## src/inc/flash_status_pkg.sv

```systemverilog
// constants and types for the flash status and protection block
package flash_status_pkg;

    // ------------------------------------------------------------
    // command codes seen on the data bus
    // ------------------------------------------------------------
    localparam logic [7:0] CMD_ERASE_SETUP  = 8'h20;  // block erase setup
    localparam logic [7:0] CMD_CHIP_SETUP   = 8'h30;  // full chip erase setup
    localparam logic [7:0] CMD_WRITE_SETUP  = 8'h40;  // word/byte write setup
    localparam logic [7:0] CMD_WRITE_ALT    = 8'h10;  // alternate write setup
    localparam logic [7:0] CMD_LOCK_SETUP   = 8'h60;  // lock-bit setup
    localparam logic [7:0] CMD_SET_LOCK     = 8'h01;  // set lock-bit confirm
    localparam logic [7:0] CMD_CONFIRM      = 8'hd0;  // erase / clear-locks confirm
    localparam logic [7:0] CMD_READ_STATUS  = 8'h70;  // enter status-read mode
    localparam logic [7:0] CMD_CLEAR_STATUS = 8'h50;  // clear error flags
    localparam logic [7:0] CMD_READ_ARRAY   = 8'hff;  // back to array read
    localparam logic [7:0] CMD_MULTI_WRITE  = 8'he8;  // multi write, extended status
    localparam logic [7:0] CMD_PIN_CONFIG   = 8'hb8;  // completion pin configuration
    localparam logic [7:0] ARRAY_READ_DATA  = 8'hff;  // array contents are not modelled

    // ------------------------------------------------------------
    // completion pin configuration codes
    // ------------------------------------------------------------
    localparam logic [1:0] CFG_LEVEL = 2'h0;  // ready_busy_level
    localparam logic [1:0] CFG_ERASE = 2'h1;  // pulse on erase-class end
    localparam logic [1:0] CFG_WRITE = 2'h2;  // pulse on write-class end
    localparam logic [1:0] CFG_BOTH  = 2'h3;  // pulse on either

    // ------------------------------------------------------------
    // status register bit positions and pin mode reset value
    // ------------------------------------------------------------
    localparam int         SR_READY_BIT    = 7;  // machine_ready_flag
    localparam int         SR_ESUSP_BIT    = 6;  // erase_suspend_flag
    localparam int         SR_EFAIL_BIT    = 5;  // erase_fail_flag
    localparam int         SR_PFAIL_BIT    = 4;  // program_fail_flag
    localparam int         SR_VLOW_BIT     = 3;  // supply_low_flag
    localparam int         SR_PSUSP_BIT    = 2;  // program_suspend_flag
    localparam int         SR_PROT_BIT     = 1;  // protect_fault_flag
    localparam int         XSR_AVAIL_BIT   = 7;  // buffer_avail_flag
    localparam logic [1:0] PIN_MODE_RESET  = CFG_LEVEL;

    // ------------------------------------------------------------
    // timing
    // ------------------------------------------------------------
    localparam int CLK_MHZ      = 50;   // system clock rate
    localparam int PULSE_NS     = 100;  // completion pulse width
    localparam int PULSE_CYC    = (PULSE_NS * CLK_MHZ + 999) / 1000;  // rounded up
    localparam int OP_CYCLES    = 64;   // modelled operation length

    // ------------------------------------------------------------
    // types
    // ------------------------------------------------------------
    typedef enum logic [5:0] {
        S_IDLE  = 6'b000001,
        S_ERASE = 6'b000010,
        S_CHIP  = 6'b000100,
        S_WRITE = 6'b001000,
        S_LOCK  = 6'b010000,
        S_CFG   = 6'b100000
    } cmd_state_t;

    typedef enum logic [4:0] {
        OP_ERASE   = 5'b00001,
        OP_CHIP    = 5'b00010,
        OP_WRITE   = 5'b00100,
        OP_SETLOCK = 5'b01000,
        OP_CLRLOCK = 5'b10000
    } op_kind_t;

    typedef enum logic [2:0] {
        RD_ARRAY  = 3'b001,
        RD_STATUS = 3'b010,
        RD_XSTAT  = 3'b100
    } read_mode_t;

endpackage : flash_status_pkg

```

## src/design/flash_status_and_protection.sv

```systemverilog
// command decode, status registers, write protection and completion pin
`timescale 1ns/1ps
module flash_status_and_protection
    import flash_status_pkg::*;
#(
    parameter int NUM_BLOCKS = 32,  // number of erase blocks
    parameter int BLOCK_W    = 5    // block address width
) (
    // clock and reset
    input  wire logic               clk,
    input  wire logic               resetn,
    // device pins
    input  wire logic               reset_powerdown_n,
    input  wire logic               wp,
    input  wire logic               vpp_ok,
    // parallel command bus
    input  wire logic               bus_wr,
    input  wire logic               bus_rd,
    input  wire logic [7:0]         bus_data_in,
    input  wire logic [BLOCK_W-1:0] bus_block,
    output logic      [7:0]         bus_data_out,
    // completion pin, open drain low
    output logic                    pin_out,
    output logic                    pin_oe
);

    // ------------------------------------------------------------
    // parameter checks
    // ------------------------------------------------------------
    if (NUM_BLOCKS < 2 || NUM_BLOCKS > (1 << BLOCK_W)) begin : g_bad_blocks
        $error("NUM_BLOCKS does not fit BLOCK_W");
    end

    // ------------------------------------------------------------
    // helpers
    // ------------------------------------------------------------
    // operation refused by lock-bit and write-protect
    function automatic logic blocked(op_kind_t k, logic lk, logic wpin);
        unique case (k)
            OP_ERASE, OP_WRITE:     blocked = lk && !wpin;
            OP_SETLOCK, OP_CLRLOCK: blocked = !wpin;
            default:                blocked = 1'b0;         // chip erase is never blocked
        endcase
    endfunction : blocked

    // erase-class operations report in bit 5, the rest in bit 4
    function automatic logic erase_class(op_kind_t k);
        erase_class = (k == OP_ERASE) || (k == OP_CHIP) || (k == OP_CLRLOCK);
    endfunction : erase_class

    // ------------------------------------------------------------
    // state
    // ------------------------------------------------------------
    cmd_state_t             state, next_state;        // command sequence position
    read_mode_t             rmode, next_rmode;        // what a read returns
    logic [1:0]             mode, next_mode;          // completion pin mode
    logic                   busy, next_busy;          // write_state_machine busy
    logic [6:0]             cnt, next_cnt;            // operation length counter
    op_kind_t               op, next_op;              // running operation
    logic [BLOCK_W-1:0]     op_block, next_op_block;  // target block
    logic                   op_blocked, next_op_blocked;
    logic [NUM_BLOCKS-1:0]  lock, next_lock;          // block lock-bits
    logic                   efail, next_efail;        // sticky error flags
    logic                   pfail, next_pfail;
    logic                   vlow, next_vlow;
    logic                   pfault, next_pfault;
    logic [3:0]             pulse, next_pulse;        // pulse countdown
    logic                   next_pin_oe;
    logic [7:0]             next_bus_data_out;
    logic [7:0]             status_reg;               // operation_status_reg view
    logic [7:0]             xstatus_reg;              // write_buffer_status_reg view
    logic                   done;                     // last busy cycle
    logic                   cmd_ok;                   // command write accepted

    // suspend is not modelled, so bits 6 and 2 stay clear; bit 0 reserved
    assign status_reg  = {!busy, 1'b0, efail, pfail, vlow, 1'b0, pfault, 1'b0};
    assign xstatus_reg = {!busy, 7'h00};
    assign done        = busy && (cnt == 7'd1);
    // while busy only status reads get through; powerdown blocks everything
    assign cmd_ok      = bus_wr && reset_powerdown_n && !busy;

    // ------------------------------------------------------------
    // next-state logic
    // ------------------------------------------------------------
    always_comb begin
        next_state        = state;
        next_rmode        = rmode;
        next_mode         = mode;
        next_busy         = busy;
        next_cnt          = cnt;
        next_op           = op;
        next_op_block     = op_block;
        next_op_blocked   = op_blocked;
        next_lock         = lock;
        next_efail        = efail;
        next_pfail        = pfail;
        next_vlow         = vlow;
        next_pfault       = pfault;
        next_pulse        = (pulse != 4'h0) ? pulse - 4'h1 : 4'h0;
        // clear first, so a fault found this cycle still lands
        if (cmd_ok && state == S_IDLE && bus_data_in == CMD_CLEAR_STATUS) begin
            next_efail  = 1'b0;
            next_pfail  = 1'b0;
            next_vlow   = 1'b0;
            next_pfault = 1'b0;
        end
        // operation countdown and result
        if (busy) begin
            next_cnt = cnt - 7'd1;
            if (done) begin
                next_busy = 1'b0;
                if (op_blocked) begin
                    next_pfault = 1'b1;
                    if (erase_class(op)) next_efail = 1'b1;
                    else next_pfail = 1'b1;
                end else if (!vpp_ok) begin
                    next_vlow = 1'b1;
                    if (erase_class(op)) next_efail = 1'b1;
                    else next_pfail = 1'b1;
                end else if (op == OP_SETLOCK) begin
                    next_lock[op_block] = 1'b1;
                end else if (op == OP_CLRLOCK) begin
                    next_lock = '0;
                end
                // pulse only in a matching pulse mode
                if ((mode == CFG_BOTH) ||
                    (mode == CFG_ERASE && erase_class(op)) ||
                    (mode == CFG_WRITE && !erase_class(op))) begin
                    next_pulse = 4'(PULSE_CYC);
                end
            end
        end
        // while busy only a status-read request is honoured
        if (busy && bus_wr && reset_powerdown_n && bus_data_in == CMD_READ_STATUS) begin
            next_rmode = RD_STATUS;
        end
        // command decode
        if (cmd_ok) begin
            next_state = S_IDLE;
            unique case (state)
                S_IDLE: begin
                    unique case (bus_data_in)
                        CMD_ERASE_SETUP:               next_state = S_ERASE;
                        CMD_CHIP_SETUP:                next_state = S_CHIP;
                        CMD_WRITE_SETUP, CMD_WRITE_ALT: next_state = S_WRITE;
                        CMD_LOCK_SETUP:                next_state = S_LOCK;
                        CMD_PIN_CONFIG:                next_state = S_CFG;
                        CMD_READ_STATUS:               next_rmode = RD_STATUS;
                        CMD_READ_ARRAY:                next_rmode = RD_ARRAY;
                        CMD_MULTI_WRITE:               next_rmode = RD_XSTAT;
                        default:                       next_rmode = rmode;
                    endcase
                    if (bus_data_in != CMD_READ_ARRAY && bus_data_in != CMD_MULTI_WRITE)
                        next_rmode = (bus_data_in == CMD_CLEAR_STATUS) ? rmode : RD_STATUS;
                end
                S_ERASE, S_CHIP, S_WRITE, S_LOCK: begin
                    next_rmode = RD_STATUS;
                    if (state == S_WRITE) next_op = OP_WRITE;
                    else if (state == S_ERASE) next_op = OP_ERASE;
                    else if (state == S_CHIP) next_op = OP_CHIP;
                    else next_op = (bus_data_in == CMD_SET_LOCK) ? OP_SETLOCK : OP_CLRLOCK;
                    if (state != S_WRITE && bus_data_in != CMD_CONFIRM &&
                        !(state == S_LOCK && bus_data_in == CMD_SET_LOCK)) begin
                        next_efail = 1'b1;
                        next_pfail = 1'b1;
                        next_op    = op;
                    end else begin
                        next_busy       = 1'b1;
                        next_cnt        = 7'(OP_CYCLES);
                        next_op_block   = bus_block;
                        next_op_blocked = blocked(next_op, lock[bus_block], wp);
                    end
                end
                S_CFG: begin
                    next_rmode = RD_STATUS;
                    if (bus_data_in[7:2] == 6'h00) begin
                        next_mode = bus_data_in[1:0];
                    end else begin
                        next_efail = 1'b1;
                        next_pfail = 1'b1;
                    end
                end
            endcase
        end
        // powerdown aborts and restores the level mode
        if (!reset_powerdown_n) begin
            next_state = S_IDLE;
            next_rmode = RD_ARRAY;
            next_mode  = PIN_MODE_RESET;
            next_busy  = 1'b0;
            next_pulse = 4'h0;
        end
        // level follows busy, pulse modes drive only while pulsing
        next_pin_oe = (next_mode == CFG_LEVEL) ? next_busy : (next_pulse != 4'h0);
        unique case (rmode)
            RD_STATUS: next_bus_data_out = status_reg;
            RD_XSTAT:  next_bus_data_out = xstatus_reg;
            default:   next_bus_data_out = ARRAY_READ_DATA;
        endcase
        if (!bus_rd) next_bus_data_out = bus_data_out;
    end

    // ------------------------------------------------------------
    // registers
    // ------------------------------------------------------------
    always_ff @(posedge clk) begin
        if (!resetn) begin
            state        <= S_IDLE;
            rmode        <= RD_ARRAY;
            mode         <= PIN_MODE_RESET;
            busy         <= 1'b0;
            cnt          <= 7'h00;
            op           <= OP_ERASE;
            op_block     <= '0;
            op_blocked   <= 1'b0;
            lock         <= '0;
            efail        <= 1'b0;
            pfail        <= 1'b0;
            vlow         <= 1'b0;
            pfault       <= 1'b0;
            pulse        <= 4'h0;
            pin_oe       <= 1'b0;
            bus_data_out <= 8'h00;
        end else begin
            state        <= next_state;
            rmode        <= next_rmode;
            mode         <= next_mode;
            busy         <= next_busy;
            cnt          <= next_cnt;
            op           <= next_op;
            op_block     <= next_op_block;
            op_blocked   <= next_op_blocked;
            lock         <= next_lock;
            efail        <= next_efail;
            pfail        <= next_pfail;
            vlow         <= next_vlow;
            pfault       <= next_pfault;
            pulse        <= next_pulse;
            pin_oe       <= next_pin_oe;
            bus_data_out <= next_bus_data_out;
        end
    end

    // open drain: the pin is only ever pulled low
    always_ff @(posedge clk) begin
        pin_out <= 1'b0;
    end
endmodule : flash_status_and_protection

```

## config.mk

```make
export PLATFORM = sky130hd
export DESIGN_NAME = flash_status_and_protection
export DESIGN_NICKNAME = d
export VERILOG_FILES = /design/src/inc/flash_status_pkg.sv /design/src/design/flash_status_and_protection.sv
export SDC_FILE = /design/constraint.sdc
export NUM_CORES = 1
export LEC_CHECK = 0
export BUFFER_PORTS_ARGS = -buffer_cell sky130_fd_sc_hd__buf_4
export CORE_MARGIN = 2
export CORE_UTILIZATION = 54
export CTS_CLUSTER_SIZE = 24
export DETAILED_ROUTE_END_ITERATION = 10
export PLACE_DENSITY = 0.74
export REMOVE_ABC_BUFFERS = 1
export SYNTH_ARGS = -nofsm -noshare
export SYNTH_HDL_FRONTEND = slang
export SYNTH_SLANG_ARGS = --single-unit
```

## constraint.sdc

```tcl
create_clock -name clk -period 4.78 [get_ports clk]
set_input_delay 0.239 -clock clk [delete_from_list [all_inputs] [get_ports clk]]
set_output_delay 0.239 -clock clk [all_outputs]
set_load 0.01 [all_outputs]
```

# Word level (Yosys, flattened, before mapping)
# Index checks and enable logic that the tools add are counted.
[totals]
ff_bits = 79
output_inout_bits = 10
wordCells = 171
inputBits = 20
[classes]
n_mux = 71
n_reduce_logical = 39
add_sub_neg = 2
eq_ne = 37
n_lt_le_gt_ge = 3
bitwise_logic = 3
[ops]
columns = ["cell", "n"]
rows = [
  ["$mux W32", 2],
  ["$mux W1", 36],
  ["$eq A8 B7 Y1 const B", 4],
  ["$or A32 B32 Y32", 1],
  ["$mux W5", 6],
  ["$pmux W6 S5", 1],
  ["$mux W7", 4],
  ["$eq A8 B8 Y1 const B", 3],
  ["$ne A8 B8 Y1 const B", 3],
  ["$mux W4", 5],
  ["$eq A8 B6 Y1 const B", 2],
  ["$logic_and A1 B1 Y1", 16],
  ["$pmux W8 S2", 1],
  ["$lt A5 B6 Y1 const B", 2],
  ["$mux W3", 4],
  ["$pmux W3 S4", 1],
  ["$eq A5 B1 Y1 const B", 2],
  ["$eq A5 B4 Y1 const B", 2],
  ["$eq A5 B5 Y1 const B", 2],
  ["$eq A8 B1 Y1 const B", 1],
  ["$eq A8 B5 Y1 const B", 1],
  ["$mux W2", 4],
  ["$reduce_bool A4 Y1", 2],
  ["$eq A7 B1 Y1 const B", 1],
  ["other kinds (36)", 49],
]

# Longest topological paths before layout
# Gate-level depths: netlist of run 1.
[depth]
ltp_word = 13
ltp_mapped = 9
depth_no_buf = 8

# Worst setup path after synthesis of run 1
# No wires, ideal clock.
[synth_path]
kind = "register -> register"
start = "register cnt[0]"
end = "register lock[0]"
setup_time_ns = 0.117
period_less_slack_ns = 1.972
path_stages_with_launch = 8
t_required_ns = 4.663
arrival_ns = 1.855
n_path_buf = 1
setup_slack_ns = 2.808
cell_sequence = "dfxtp_1 ha_1 or4b_1 nor2_4 nand3_2 o21ai_1 buf_2 nor2_1"
[synth_via]
elab_chain_cells = 3
[synth_lines]
columns = ["item", "line_no", "source"]
rows = [
  ["start, declared", "flash_status_and_protection.sv:58", "logic [6:0] cnt, next_cnt;"],
  ["start signal, assigned", "flash_status_and_protection.sv:229", "cnt <= next_cnt;"],
  ["$eq A7 B1 Y1", "flash_status_and_protection.sv:78", "assign done = busy && (cnt == 7'd1);"],
  ["$logic_and A1 B1 Y1", "flash_status_and_protection.sv:78", ""],
  ["$reduce_and A5 Y1 (no source line)", "n/a", ""],
  ["end signal, assigned", "flash_status_and_protection.sv:233", "lock <= next_lock;"],
  ["end, declared", "flash_status_and_protection.sv:62", "logic [NUM_BLOCKS-1:0] lock, next_lock;"],
]
# No other way between the ends.
# A chain may end at the register's enable or synchronous reset.

# Worst setup path after layout of run 1
[layout_path]
start = "register state[2]"
end = "register op_blocked"
[layout_via]
elab_chain_cells = 9
elab_cells_between_ends = 24
classes_between = "eq/ne: 9; mux: 6; bitwise: 1; reduce/logical: 8"
[layout_lines]
columns = ["item", "line_no", "source"]
rows = [
  ["start, declared", "flash_status_and_protection.sv:54", "cmd_state_t state, next_state;"],
  ["start signal, assigned", "flash_status_and_protection.sv:225", "state <= next_state;"],
  ["$eq A6 B3 Y1", "flash_status_and_protection.sv:140, flash_status_and_protection.sv:160", ""],
  ["$mux W5", "flash_status_and_protection.sv:160", "else if (state == S_CHIP) next_op = OP_CHIP;"],
  ["$mux W5", "flash_status_and_protection.sv:159", "else if (state == S_ERASE) next_op = OP_ERASE;"],
  ["$mux W5", "flash_status_and_protection.sv:158", "if (state == S_WRITE) next_op = OP_WRITE;"],
  ["$mux W5", "flash_status_and_protection.sv:140", "unique case (state)"],
  ["$mux W5", "flash_status_and_protection.sv:138", "if (cmd_ok) begin"],
  ["$eq A5 B4 Y1 (tied with other cells)", "flash_status_and_protection.sv:39", "unique case (k)"],
  ["$reduce_or A2 Y1", "flash_status_and_protection.sv:39", ""],
  ["$pmux W1 S2", "flash_status_and_protection.sv:39", ""],
  ["end signal, assigned", "flash_status_and_protection.sv:232", "op_blocked <= next_op_blocked;"],
  ["end, declared", "flash_status_and_protection.sv:61", "logic op_blocked, next_op_blocked;"],
]
# Parallel ways exist; a longest one is shown, timed or not. The select of a mux whose other input is x is not followed.

==> results.cfg, run 1 <==
[outcome]
run_status = finished, final reports clean

[setup_path]
crit_required_ns = 5.08
crit_path_cell_trace = xnor2_1 -> or3_1 -> a211oi_2 -> nand3_1 -> or4b_1 -> o21ai_1
setup.worst_path.end_class = flip-flop
slowest_delay_ns = 0.77
peak_fanout_along_the_critical_path = 20
slowest_stage = sky130_fd_sc_hd__or4b_1
critical_path_arrival_ns = 3.25
timing.critical_path.buf_inv = 0
path_delay_family = simple AND/OR/NAND/NOR gates
critical_path.startpoint_type = flip-flop
worst-setup-path-type = flip-flop to flip-flop

[synthesis]
synth-async-reset-ratio = 0
synth_enable_flop_cells = 0
ys_seq_elements = 77
synth_area_um2 = 3734
netlist-cell-type-count = 63
yosys_warnings = 0
synthesis.instances = 430
ys.flop_type = sky130_fd_sc_hd__dfxtp_1
avgSynthCellArea_um2 = 8.683
synth_sequential_area_ratio = 0.4129

[cells_and_area]
finalCoreUtilization = 0.6054
antenna_cells = 0
multi_input_area_um2 = 2034
post_route_cells_drive_above_1_share = 0.1375
number_of_nets_in_the_layout = 470
seqCellArea_um2 = 1541
non_filler_cell_area_final_um2 = 4090
finish.cell_count_without_fillers = 531
layout_overhead_on_the_synthesized_area_pct = 9.551
fillerInstances = 609

[global_routing]
global_route.overflow_total = 0
grt_start_max_net_pins = 33
grt.total_usage = 0.2264
grt.busiest_layer = met2
gr-usage-met2 = 0.3518
globalRouteMet3Util = 0.03981
grt_use_met1 = 0.3060
antenna_violations_before_repair = 0
wire_length_of_the_first_global_routing_pass_um = 13530
grt_pass1_vias = 2907

[pwr]
netSwitchingPower_uw = 309.2
power.switching_fraction = 0.2619
combinationalPowerShare = 0.064
power_per_cell_area_nw_per_um2 = 288.6
clock_power_share = 0.387
internal_power_uw = 871.2
leakage_uw = 0.001504
p_seq_frac = 0.549
irDropWorstVdd_uv = 156.7

[placed_design]
dp_worst_setup_slack_ns = 1.837
dp_hpwl_um = 5525
dp_cells = 515
dpl-instance-area_um2 = 3909
gpl.final_weighted_congestion = 0.9759
place.port_buffers = 28

[clock_network]
cts_max_level = 3
postCtsHoldBufs = 0
post_cts_resize_count = 0
numClockSinks = 77
tritoncts = done
post_cts.repair.setup_buffers = 0
clk_pin_slew_worst_paths_ns = 0.09
root_buffer = sky130_fd_sc_hd__clkbuf_8
skew_pair_late_insertion_delay_ns = 0.37
cts_buffer_depth = 2
tritoncts_buffer_count = 9

[sta]
maxClockFrequency_ghz = 0.3392
timing.setup.tns_ns = 0
max_slew_margin = 0.1792
report.final.setup_viol = 0
clock_skew_ns = 0.01983
timing_max_transition_violations_final = 0
timing_hold_violations_final = 0
worstMarginPinSlew_ns = 1.231
rsz0062_at_grt = false
period_share = 0.6168
worst_slack_ns = 1.832
period_needed_ns = 2.948

[die]
initial_core_util = 0.5526
ios = 30
chipWidth_um = 87.15
placeableCoreArea_um2 = 6756
num_rows = 30
die_area_um2 = 7595
die_height_um = 87.15

[job]
max_cap_violations = 0

[routing]
detailedRoute.firstPassIterationCount = 5
detail_route.wirelength_um = 7908
drt_first_iter_violations = 248
drt-vias-per-instance = 5.832
via_count = 3097
postRouteAntennaNets = 0
drt_drc_violations_left = 0
routed_wire_length_per_instance_um = 14.89

[hold_path]
hp-class = primary input to flip-flop
-- power groups by stage --
| stage | registers [µW] | clock network (µW) | logic, µW |
|---|---|---|---|
| finish | 648 | 457 | 75.7 |
| global route | 649 | 493 | 83.4 |
| global placement | 663 | 0 | 74.9 |
| floorplan | 665 | 0 | 32.3 |
| CTS | 648 | 467 | 75.5 |
| detailed placement | 663 | 0 | 75.4 |
-- flip-flops by register name, summed over array words and instances (netlist names), 3 cells and up --
register      count
rmode             3
op                5
bus_data_out      6
state             6
op_block          5
pulse             4
cnt               7
lock             32
-- cells by family (layout without fill, tap and decap cells) --
group	count (synthesis)	after routing	synth area share
mux	22	22	0.07306
compound gates	93	93	0.1521
fa+ha+maj	4	4	0.01341
xor+xnor	14	14	0.03284
simple gates	190	190	0.2714
flops	77	77	0.4129
other cells	1	1	0.001004
buf+inv	29	50	0.04323
-- synthesized netlist by cell type, types with 7 or more instances --
master	number	share of area
sky130_fd_sc_hd__dfxtp_1	77	0.41
sky130_fd_sc_hd__nor2_1	72	0.072
sky130_fd_sc_hd__a21oi_1	48	0.064
sky130_fd_sc_hd__nand2_1	26	0.026
sky130_fd_sc_hd__nor2b_1	19	0.032
sky130_fd_sc_hd__mux2i_1	16	0.043
sky130_fd_sc_hd__a21boi_0	10	0.020
sky130_fd_sc_hd__nand3_1	9	0.012
sky130_fd_sc_hd__nor3_1	9	0.012
sky130_fd_sc_hd__clkbuf_1	8	0.0080
sky130_fd_sc_hd__xnor2_1	8	0.019
sky130_fd_sc_hd__o21ai_0	7	0.0094
-- metal layers --
metal / wire length (µm) / up-vias
met3: 384 / 14
li1: - / 1558
met2: 3729 / 74
met1: 3661 / 1451
met5: 0 / -
met4: 132 / 0
-- final cells by class --
class                      count  share of cell area
multi-input combinational    324              0.4974
tap                           80             0.02447
clock inverter                 7             0.01407
inverter                       6            0.005506
sequential                    77              0.3769
clock buffer                   9             0.03028
timing repair buffer          28             0.05139
-- layout by cell type, fill, tap and decap left out, types with 3 or more instances in the layout --
cell,netlist,layout
sky130_fd_sc_hd__a21boi_0,10,10
sky130_fd_sc_hd__a21oi_1,48,48
sky130_fd_sc_hd__a22oi_1,4,4
sky130_fd_sc_hd__buf_4,5,28
sky130_fd_sc_hd__clkbuf_8,1,9
sky130_fd_sc_hd__clkinvlp_4,0,3
sky130_fd_sc_hd__dfxtp_1,77,77
sky130_fd_sc_hd__ha_1,4,4
sky130_fd_sc_hd__inv_1,6,6
sky130_fd_sc_hd__mux2i_1,16,16
sky130_fd_sc_hd__mux4_2,4,4
sky130_fd_sc_hd__nand2_1,26,26
sky130_fd_sc_hd__nand2b_1,5,5
sky130_fd_sc_hd__nand3_1,9,9
sky130_fd_sc_hd__nand3b_1,6,6
sky130_fd_sc_hd__nand4_1,4,4
sky130_fd_sc_hd__nor2_1,72,72
sky130_fd_sc_hd__nor2b_1,19,19
sky130_fd_sc_hd__nor3_1,9,9
sky130_fd_sc_hd__nor4_1,6,6
sky130_fd_sc_hd__nor4b_1,4,4
sky130_fd_sc_hd__o211ai_1,4,4
sky130_fd_sc_hd__o21ai_0,7,7
sky130_fd_sc_hd__or2_2,3,3
sky130_fd_sc_hd__or3_1,5,5
sky130_fd_sc_hd__xnor2_1,8,8
sky130_fd_sc_hd__xor2_1,6,6
-- final timing paths --
path              depth (start not counted)              start         end  slack (ns)
setup reg to reg                          6           state[2]  op_blocked        1.83
setup / recovery                          6           state[2]  op_blocked        1.83
hold reg to reg                           2           lock[21]    lock[21]        0.47
hold / removal                            2  reset_powerdown_n    state[0]        0.10
-- stage by stage --
stage / hold WS [ns] / total power (µW)
2_1_floorplan: 0.3108 / 697.3
3_5_place_dp: 0.4501 / 738.6
6_report: 0.1028 / 1180
5_1_grt: 0.1049 / 1225
4_1_cts: 0.08606 / 1190
3_3_place_gp: 0.4431 / 737.8
Note: power is estimated with default switching activity, not from simulation.
==> run 2: changes to the inputs <==
--- a/config.mk
+++ b/config.mk
@@ -10,7 +10,7 @@
 export CORE_UTILIZATION = 54
 export CTS_CLUSTER_SIZE = 24
 export DETAILED_ROUTE_END_ITERATION = 10
-export PLACE_DENSITY = 0.74
+export PLACE_DENSITY = 0.77
 export REMOVE_ABC_BUFFERS = 1
 export SYNTH_ARGS = -nofsm -noshare
 export SYNTH_HDL_FRONTEND = slang
==> constraint.sdc (replaced) <==
create_clock -name clk -period 2.5 [get_ports clk]
set_input_delay 0.125 -clock clk [delete_from_list [all_inputs] [get_ports clk]]
set_output_delay 0.125 -clock clk [all_outputs]
set_load 0.01 [all_outputs]
==> run 2 against run 1 <==
Effect of this change: fmax rose by 32%; critical endpoint is now lock[17]; clock skew is 0.012 ns lower; sequential power is 91% higher; count of clock-buffer cells in the layout is 2 higher; clock power rose by 94%; highest routed layer unchanged; largest cell class unchanged.
==> results.cfg, run 2 (synthesized netlist as in run 1, its figures left out) <==
[outcome]
run_status = finished, final reports clean

[clock_network]
cts_buffer_depth = 2
numClockSinks = 77
root_buffer = sky130_fd_sc_hd__clkbuf_8
post_cts.repair.setup_buffers = 0
cts_max_level = 3
tritoncts = done
clk_pin_slew_worst_paths_ns = 0.08
skew_pair_late_insertion_delay_ns = 0.36
tritoncts_buffer_count = 9

[die]
num_rows = 30
chipWidth_um = 87.15
die_height_um = 87.15
ios = 30
initial_core_util = 0.5526
placeableCoreArea_um2 = 6756
die_area_um2 = 7595

[setup_path]
critical_path.startpoint_type = flip-flop
critical_path_arrival_ns = 2.48
crit_path_cell_trace = ha_1 -> or4b_1 -> nor2_4 -> nand3_2 -> o21ai_2 -> buf_4 -> nor2_1
crit_required_ns = 2.74
setup.worst_path.end_class = flip-flop
worst-setup-path-type = flip-flop to flip-flop
peak_fanout_along_the_critical_path = 21
slowest_delay_ns = 0.50
slowest_stage = sky130_fd_sc_hd__or4b_1

[placed_design]
gpl.final_weighted_congestion = 0.8652
place.port_buffers = 28
dp_worst_setup_slack_ns = 0.2543
dp_hpwl_um = 6001

[routing]
detail_route.wirelength_um = 8428
routed_wire_length_per_instance_um = 15.49
detailedRoute.firstPassIterationCount = 4
drt_first_iter_violations = 184
via_count = 3167
drt-vias-per-instance = 5.822
drt_drc_violations_left = 0
postRouteAntennaNets = 0

[global_routing]
global_route.overflow_total = 0
grt_pass1_vias = 3000
antenna_violations_before_repair = 0
grt.total_usage = 0.2422
grt_start_max_net_pins = 28
wire_length_of_the_first_global_routing_pass_um = 14430

[pwr]
power.switching_fraction = 0.2468
clock_power_share = 0.389
combinationalPowerShare = 0.066
power_per_cell_area_nw_per_um2 = 541.6
p_seq_frac = 0.544
irDropWorstVdd_uv = 277.2
netSwitchingPower_uw = 561.9
internal_power_uw = 1715
leakage_uw = 0.001578

[sta]
timing_max_transition_violations_final = 0
report.final.setup_viol = 0
worst_slack_ns = 0.2647
timing_hold_violations_final = 0
period_share = 0.8941
rsz0062_at_grt = false
max_slew_margin = 0.5343
period_needed_ns = 2.235
timing.setup.tns_ns = 0
maxClockFrequency_ghz = 0.4474
clock_skew_ns = 0.007521
worstMarginPinSlew_ns = 0.6892

[cells_and_area]
largestRegisters = lock: 32 flops, cnt: 7 flops
layout_commonest_cell = sky130_fd_sc_hd__dfxtp_1
largest_register = lock
commonest_cells_after_routing_fill_and_taps_aside = sky130_fd_sc_hd__dfxtp_1 (77), sky130_fd_sc_hd__nor2_1 (72), sky130_fd_sc_hd__a21oi_1 (48)
number_of_nets_in_the_layout = 483
antenna_cells = 0
largest_register_ff_count = 32
post_route_cells_drive_above_1_share = 0.1595
layout_overhead_on_the_synthesized_area_pct = 12.57

[job]
max_cap_violations = 0

[hold_path]
hp-class = primary input to flip-flop
-- run 2: area by class of cell --
class / instances / area [µm²]
fillers: 572 / 2554
multi-input cells: 324 / 2043
flip-flops and latches: 77 / 1541
repair buffers: 41 / 310.3
clock buffers: 11 / 151.4
well taps: 80 / 100.1
clock inverters: 5 / 33.78
inverters: 6 / 22.52
-- run 2: worst max-delay path: cells and delay by family (launching register included) --
family                     cells  cell delay, ns
buffers and inverters          1            0.28
DFF                            1            0.43
adders and majority gates      1            0.17
and+or+nand+nor                4            1.02
AOI/OAI and AO/OA              1            0.21
-- run 2: final timing paths --
path	from	endpoint	slack, ns	cells past startpoint
setup / recovery	cnt[0]	lock[17]	0.26	7
hold / removal	wp	op_blocked	0.05	3
hold reg to reg	lock[8]	lock[8]	0.47	2
setup reg to reg	cnt[0]	lock[17]	0.26	7
-- run 2: what timing repair did --
item,CTS,global route
hold buffers,1,0
endpoints found under the setup margin,0,1
hold endpoints to repair,1,0
gates resized for setup,0,1
-- run 2: per-layer routing --
layer,routed length [µm],track usage
met5,0,0
met4,101,0.07692
met3,405,0.05213
met2,3958,0.3775
met1,3963,0.3361
-- run 2: power by group through the flow --
stage               Clock [µW]  Combinational (µW)  Sequential (µW)
floorplan                    0                61.8             1270
global placement             0                 147             1270
detailed placement           0                 149             1270
CTS                        905                 150             1240
global route               955                 165             1240
finish                     887                 151             1240
-- run 2: per-stage QoR --
step                      cells  cell area (µm²)  hold slack [ns]  total power [µW]    util
after floorplan             407             3595           0.1968              1333       -
after CTS                   544             4194          0.03165              2294  0.6207
after global routing        544             4203          0.03243              2360  0.6220
after global placement      527             3999           0.3578              1414  0.5919
final                       544             4203          0.05097              2276  0.6220
after detailed placement    527             3999           0.3605              1417  0.5919
==> run 3: changes to the inputs <==
--- a/config.mk
+++ b/config.mk
@@ -10,6 +10,8 @@
 export CORE_UTILIZATION = 54
 export CTS_CLUSTER_SIZE = 24
 export DETAILED_ROUTE_END_ITERATION = 10
+export GPL_ROUTABILITY_DRIVEN = 0
+export GPL_TIMING_DRIVEN = 0
 export PLACE_DENSITY = 0.77
 export REMOVE_ABC_BUFFERS = 1
 export SYNTH_ARGS = -nofsm -noshare
==> run 3 against run 2 <==
Effect of this change: core utilization rose by 0.30 points; register-to-register slack got worse by 0.10 ns; cell count fell by 1.7%; sequential power barely moved; worst hold slack barely moved; non-clock buffer count fell by 10; critical path type unchanged; critical endpoint is now op_blocked; largest cell class unchanged.
==> results.cfg, run 3 (synthesized netlist as in run 1, its figures left out) <==
[outcome]
run_status = finished, final reports clean

[placed_design]
place.port_buffers = 28
dp_hpwl_um = 5648

[global_routing]
grt.total_usage = 0.2311
grt_start_max_net_pins = 28
wire_length_of_the_first_global_routing_pass_um = 13860
global_route.overflow_total = 0
antenna_violations_before_repair = 0
grt_pass1_vias = 2967

[cells_and_area]
commonest_cells_after_routing_fill_and_taps_aside = sky130_fd_sc_hd__dfxtp_1 (74), sky130_fd_sc_hd__nor2_1 (71), sky130_fd_sc_hd__a21oi_1 (48)
finalCoreUtilization = 0.6250
number_of_nets_in_the_layout = 474
fillerInstances = 595
largestRegisters = lock: 32 flops, cnt: 7 flops
layout_commonest_cell = sky130_fd_sc_hd__dfxtp_1
layout_overhead_on_the_synthesized_area_pct = 13.10
largest_register = lock
largest_register_ff_count = 32
post_route_cells_drive_above_1_share = 0.1582
antenna_cells = 0

[sta]
worstMarginPinSlew_ns = 0.6641
report.final.setup_viol = 0
timing_hold_violations_final = 0
timing.setup.tns_ns = 0
max_slew_margin = 0.5512
timing_max_transition_violations_final = 0
clock_skew_ns = 0.01043
period_share = 0.9344
maxClockFrequency_ghz = 0.4281
rsz0062_at_grt = false
period_needed_ns = 2.336

[die]
die_height_um = 87.15
placeableCoreArea_um2 = 6756
die_area_um2 = 7595
initial_core_util = 0.5526
ios = 30
chipWidth_um = 87.15
num_rows = 30

[routing]
routed_wire_length_per_instance_um = 15.42
drt_first_iter_violations = 203
via_count = 3172
drt-vias-per-instance = 5.929
detailedRoute.firstPassIterationCount = 4
postRouteAntennaNets = 0
drt_drc_violations_left = 0
detail_route.wirelength_um = 8250

[pwr]
power_per_cell_area_nw_per_um2 = 575.7
irDropWorstVdd_uv = 517.2
leakage_uw = 0.001554

[setup_path]
timing.critical_path.buf_inv = 0
setup.worst_path.end_class = flip-flop
path_delay_family = simple AND/OR/NAND/NOR gates
slowest_stage = sky130_fd_sc_hd__or4b_1
slowest_delay_ns = 0.52
peak_fanout_along_the_critical_path = 11
crit_required_ns = 2.78
worst-setup-path-type = flip-flop to flip-flop
critical_path.startpoint_type = flip-flop
critical_path_arrival_ns = 2.62
crit_path_cell_trace = nor4_4 -> nand3b_1 -> o211ai_1 -> nand3_4 -> or4b_1 -> o21ai_1

[clock_network]
root_buffer = sky130_fd_sc_hd__clkbuf_8
skew_pair_late_insertion_delay_ns = 0.35
numClockSinks = 77
clk_pin_slew_worst_paths_ns = 0.08
tritoncts_buffer_count = 9
tritoncts = done
cts_buffer_depth = 2
cts_max_level = 3

[hold_path]
hp-class = primary input to flip-flop

[job]
max_cap_violations = 0
==> run 3: per-layer routing <==
metal  global-route usage  routed length, µm  vias up
met5                    0                  0        -
met1               0.3022               3669     1513
li1                     -                  -     1565
met2               0.3740               4058       81
met4              0.09510                 99        0
met3              0.04550                423       13
==> run 3: cell type report <==
cell class	count	area [µm²]	share of cell area
sequential	77	1545	0.3659
timing repair buffer	31	242.7	0.05748
clock buffer	10	137.6	0.03259
multi-input combinational	325	2088	0.4945
tap	80	100.1	0.02370
clock inverter	6	86.33	0.02044
inverter	6	22.52	0.005333
==> run 3: final timing paths <==
path,startpoint,to,slack [ns],cells past startpoint
hold / removal,wp,op_blocked,0.05,3
hold reg to reg,lock[2],lock[2],0.47,2
setup reg to reg,state[3],op_blocked,0.16,6
setup / recovery,state[3],op_blocked,0.16,6
==> run 3: metrics by stage <==
step	total power, µW	setup WS (ns)	hold slack, ns	cell area, µm²	instances
finish	2431	0.1641	0.05084	4223	535
floorplan	1333	-0.2204	0.1968	3595	407
detailed placement	1414	-0.3889	0.3594	3924	516
CTS	2443	0.05979	0.04536	4170	533
global placement	1409	-0.9541	0.3550	3905	515
global route	2509	0.03450	0.06698	4223	535
==> run 3: power by group <==
part / total, µW / leakage, µW / internal, µW / switching [µW]
Clock: 1040 / 0.000112 / 587 / 454
Sequential: 1240 / 0.000624 / 1230 / 5.07
Combinational: 151 / 0.000818 / 66.0 / 84.9
Total: 2430 / 0.00155 / 1890 / 544
==> run 3: worst register-to-register path, cell delays in order (launching register included) <==
cell and delay (ns):
sky130_fd_sc_hd__dfxtp_1 0.44, sky130_fd_sc_hd__nor4_4 0.40, sky130_fd_sc_hd__nand3b_1 0.11, sky130_fd_sc_hd__o211ai_1 0.41, sky130_fd_sc_hd__nand3_4 0.26, sky130_fd_sc_hd__or4b_1 0.53
sky130_fd_sc_hd__o21ai_1 0.13
==> run 3: repair_timing <==
action | CTS | global route
buffers inserted | 0 | 1
endpoints found under the setup margin | 18 | 31
endpoints found under the hold margin | 1 | 0
gates resized for setup | 2 | 9
hold buffers | 1 | 0
gates cloned | 0 | 1
pin swaps | 0 | 3
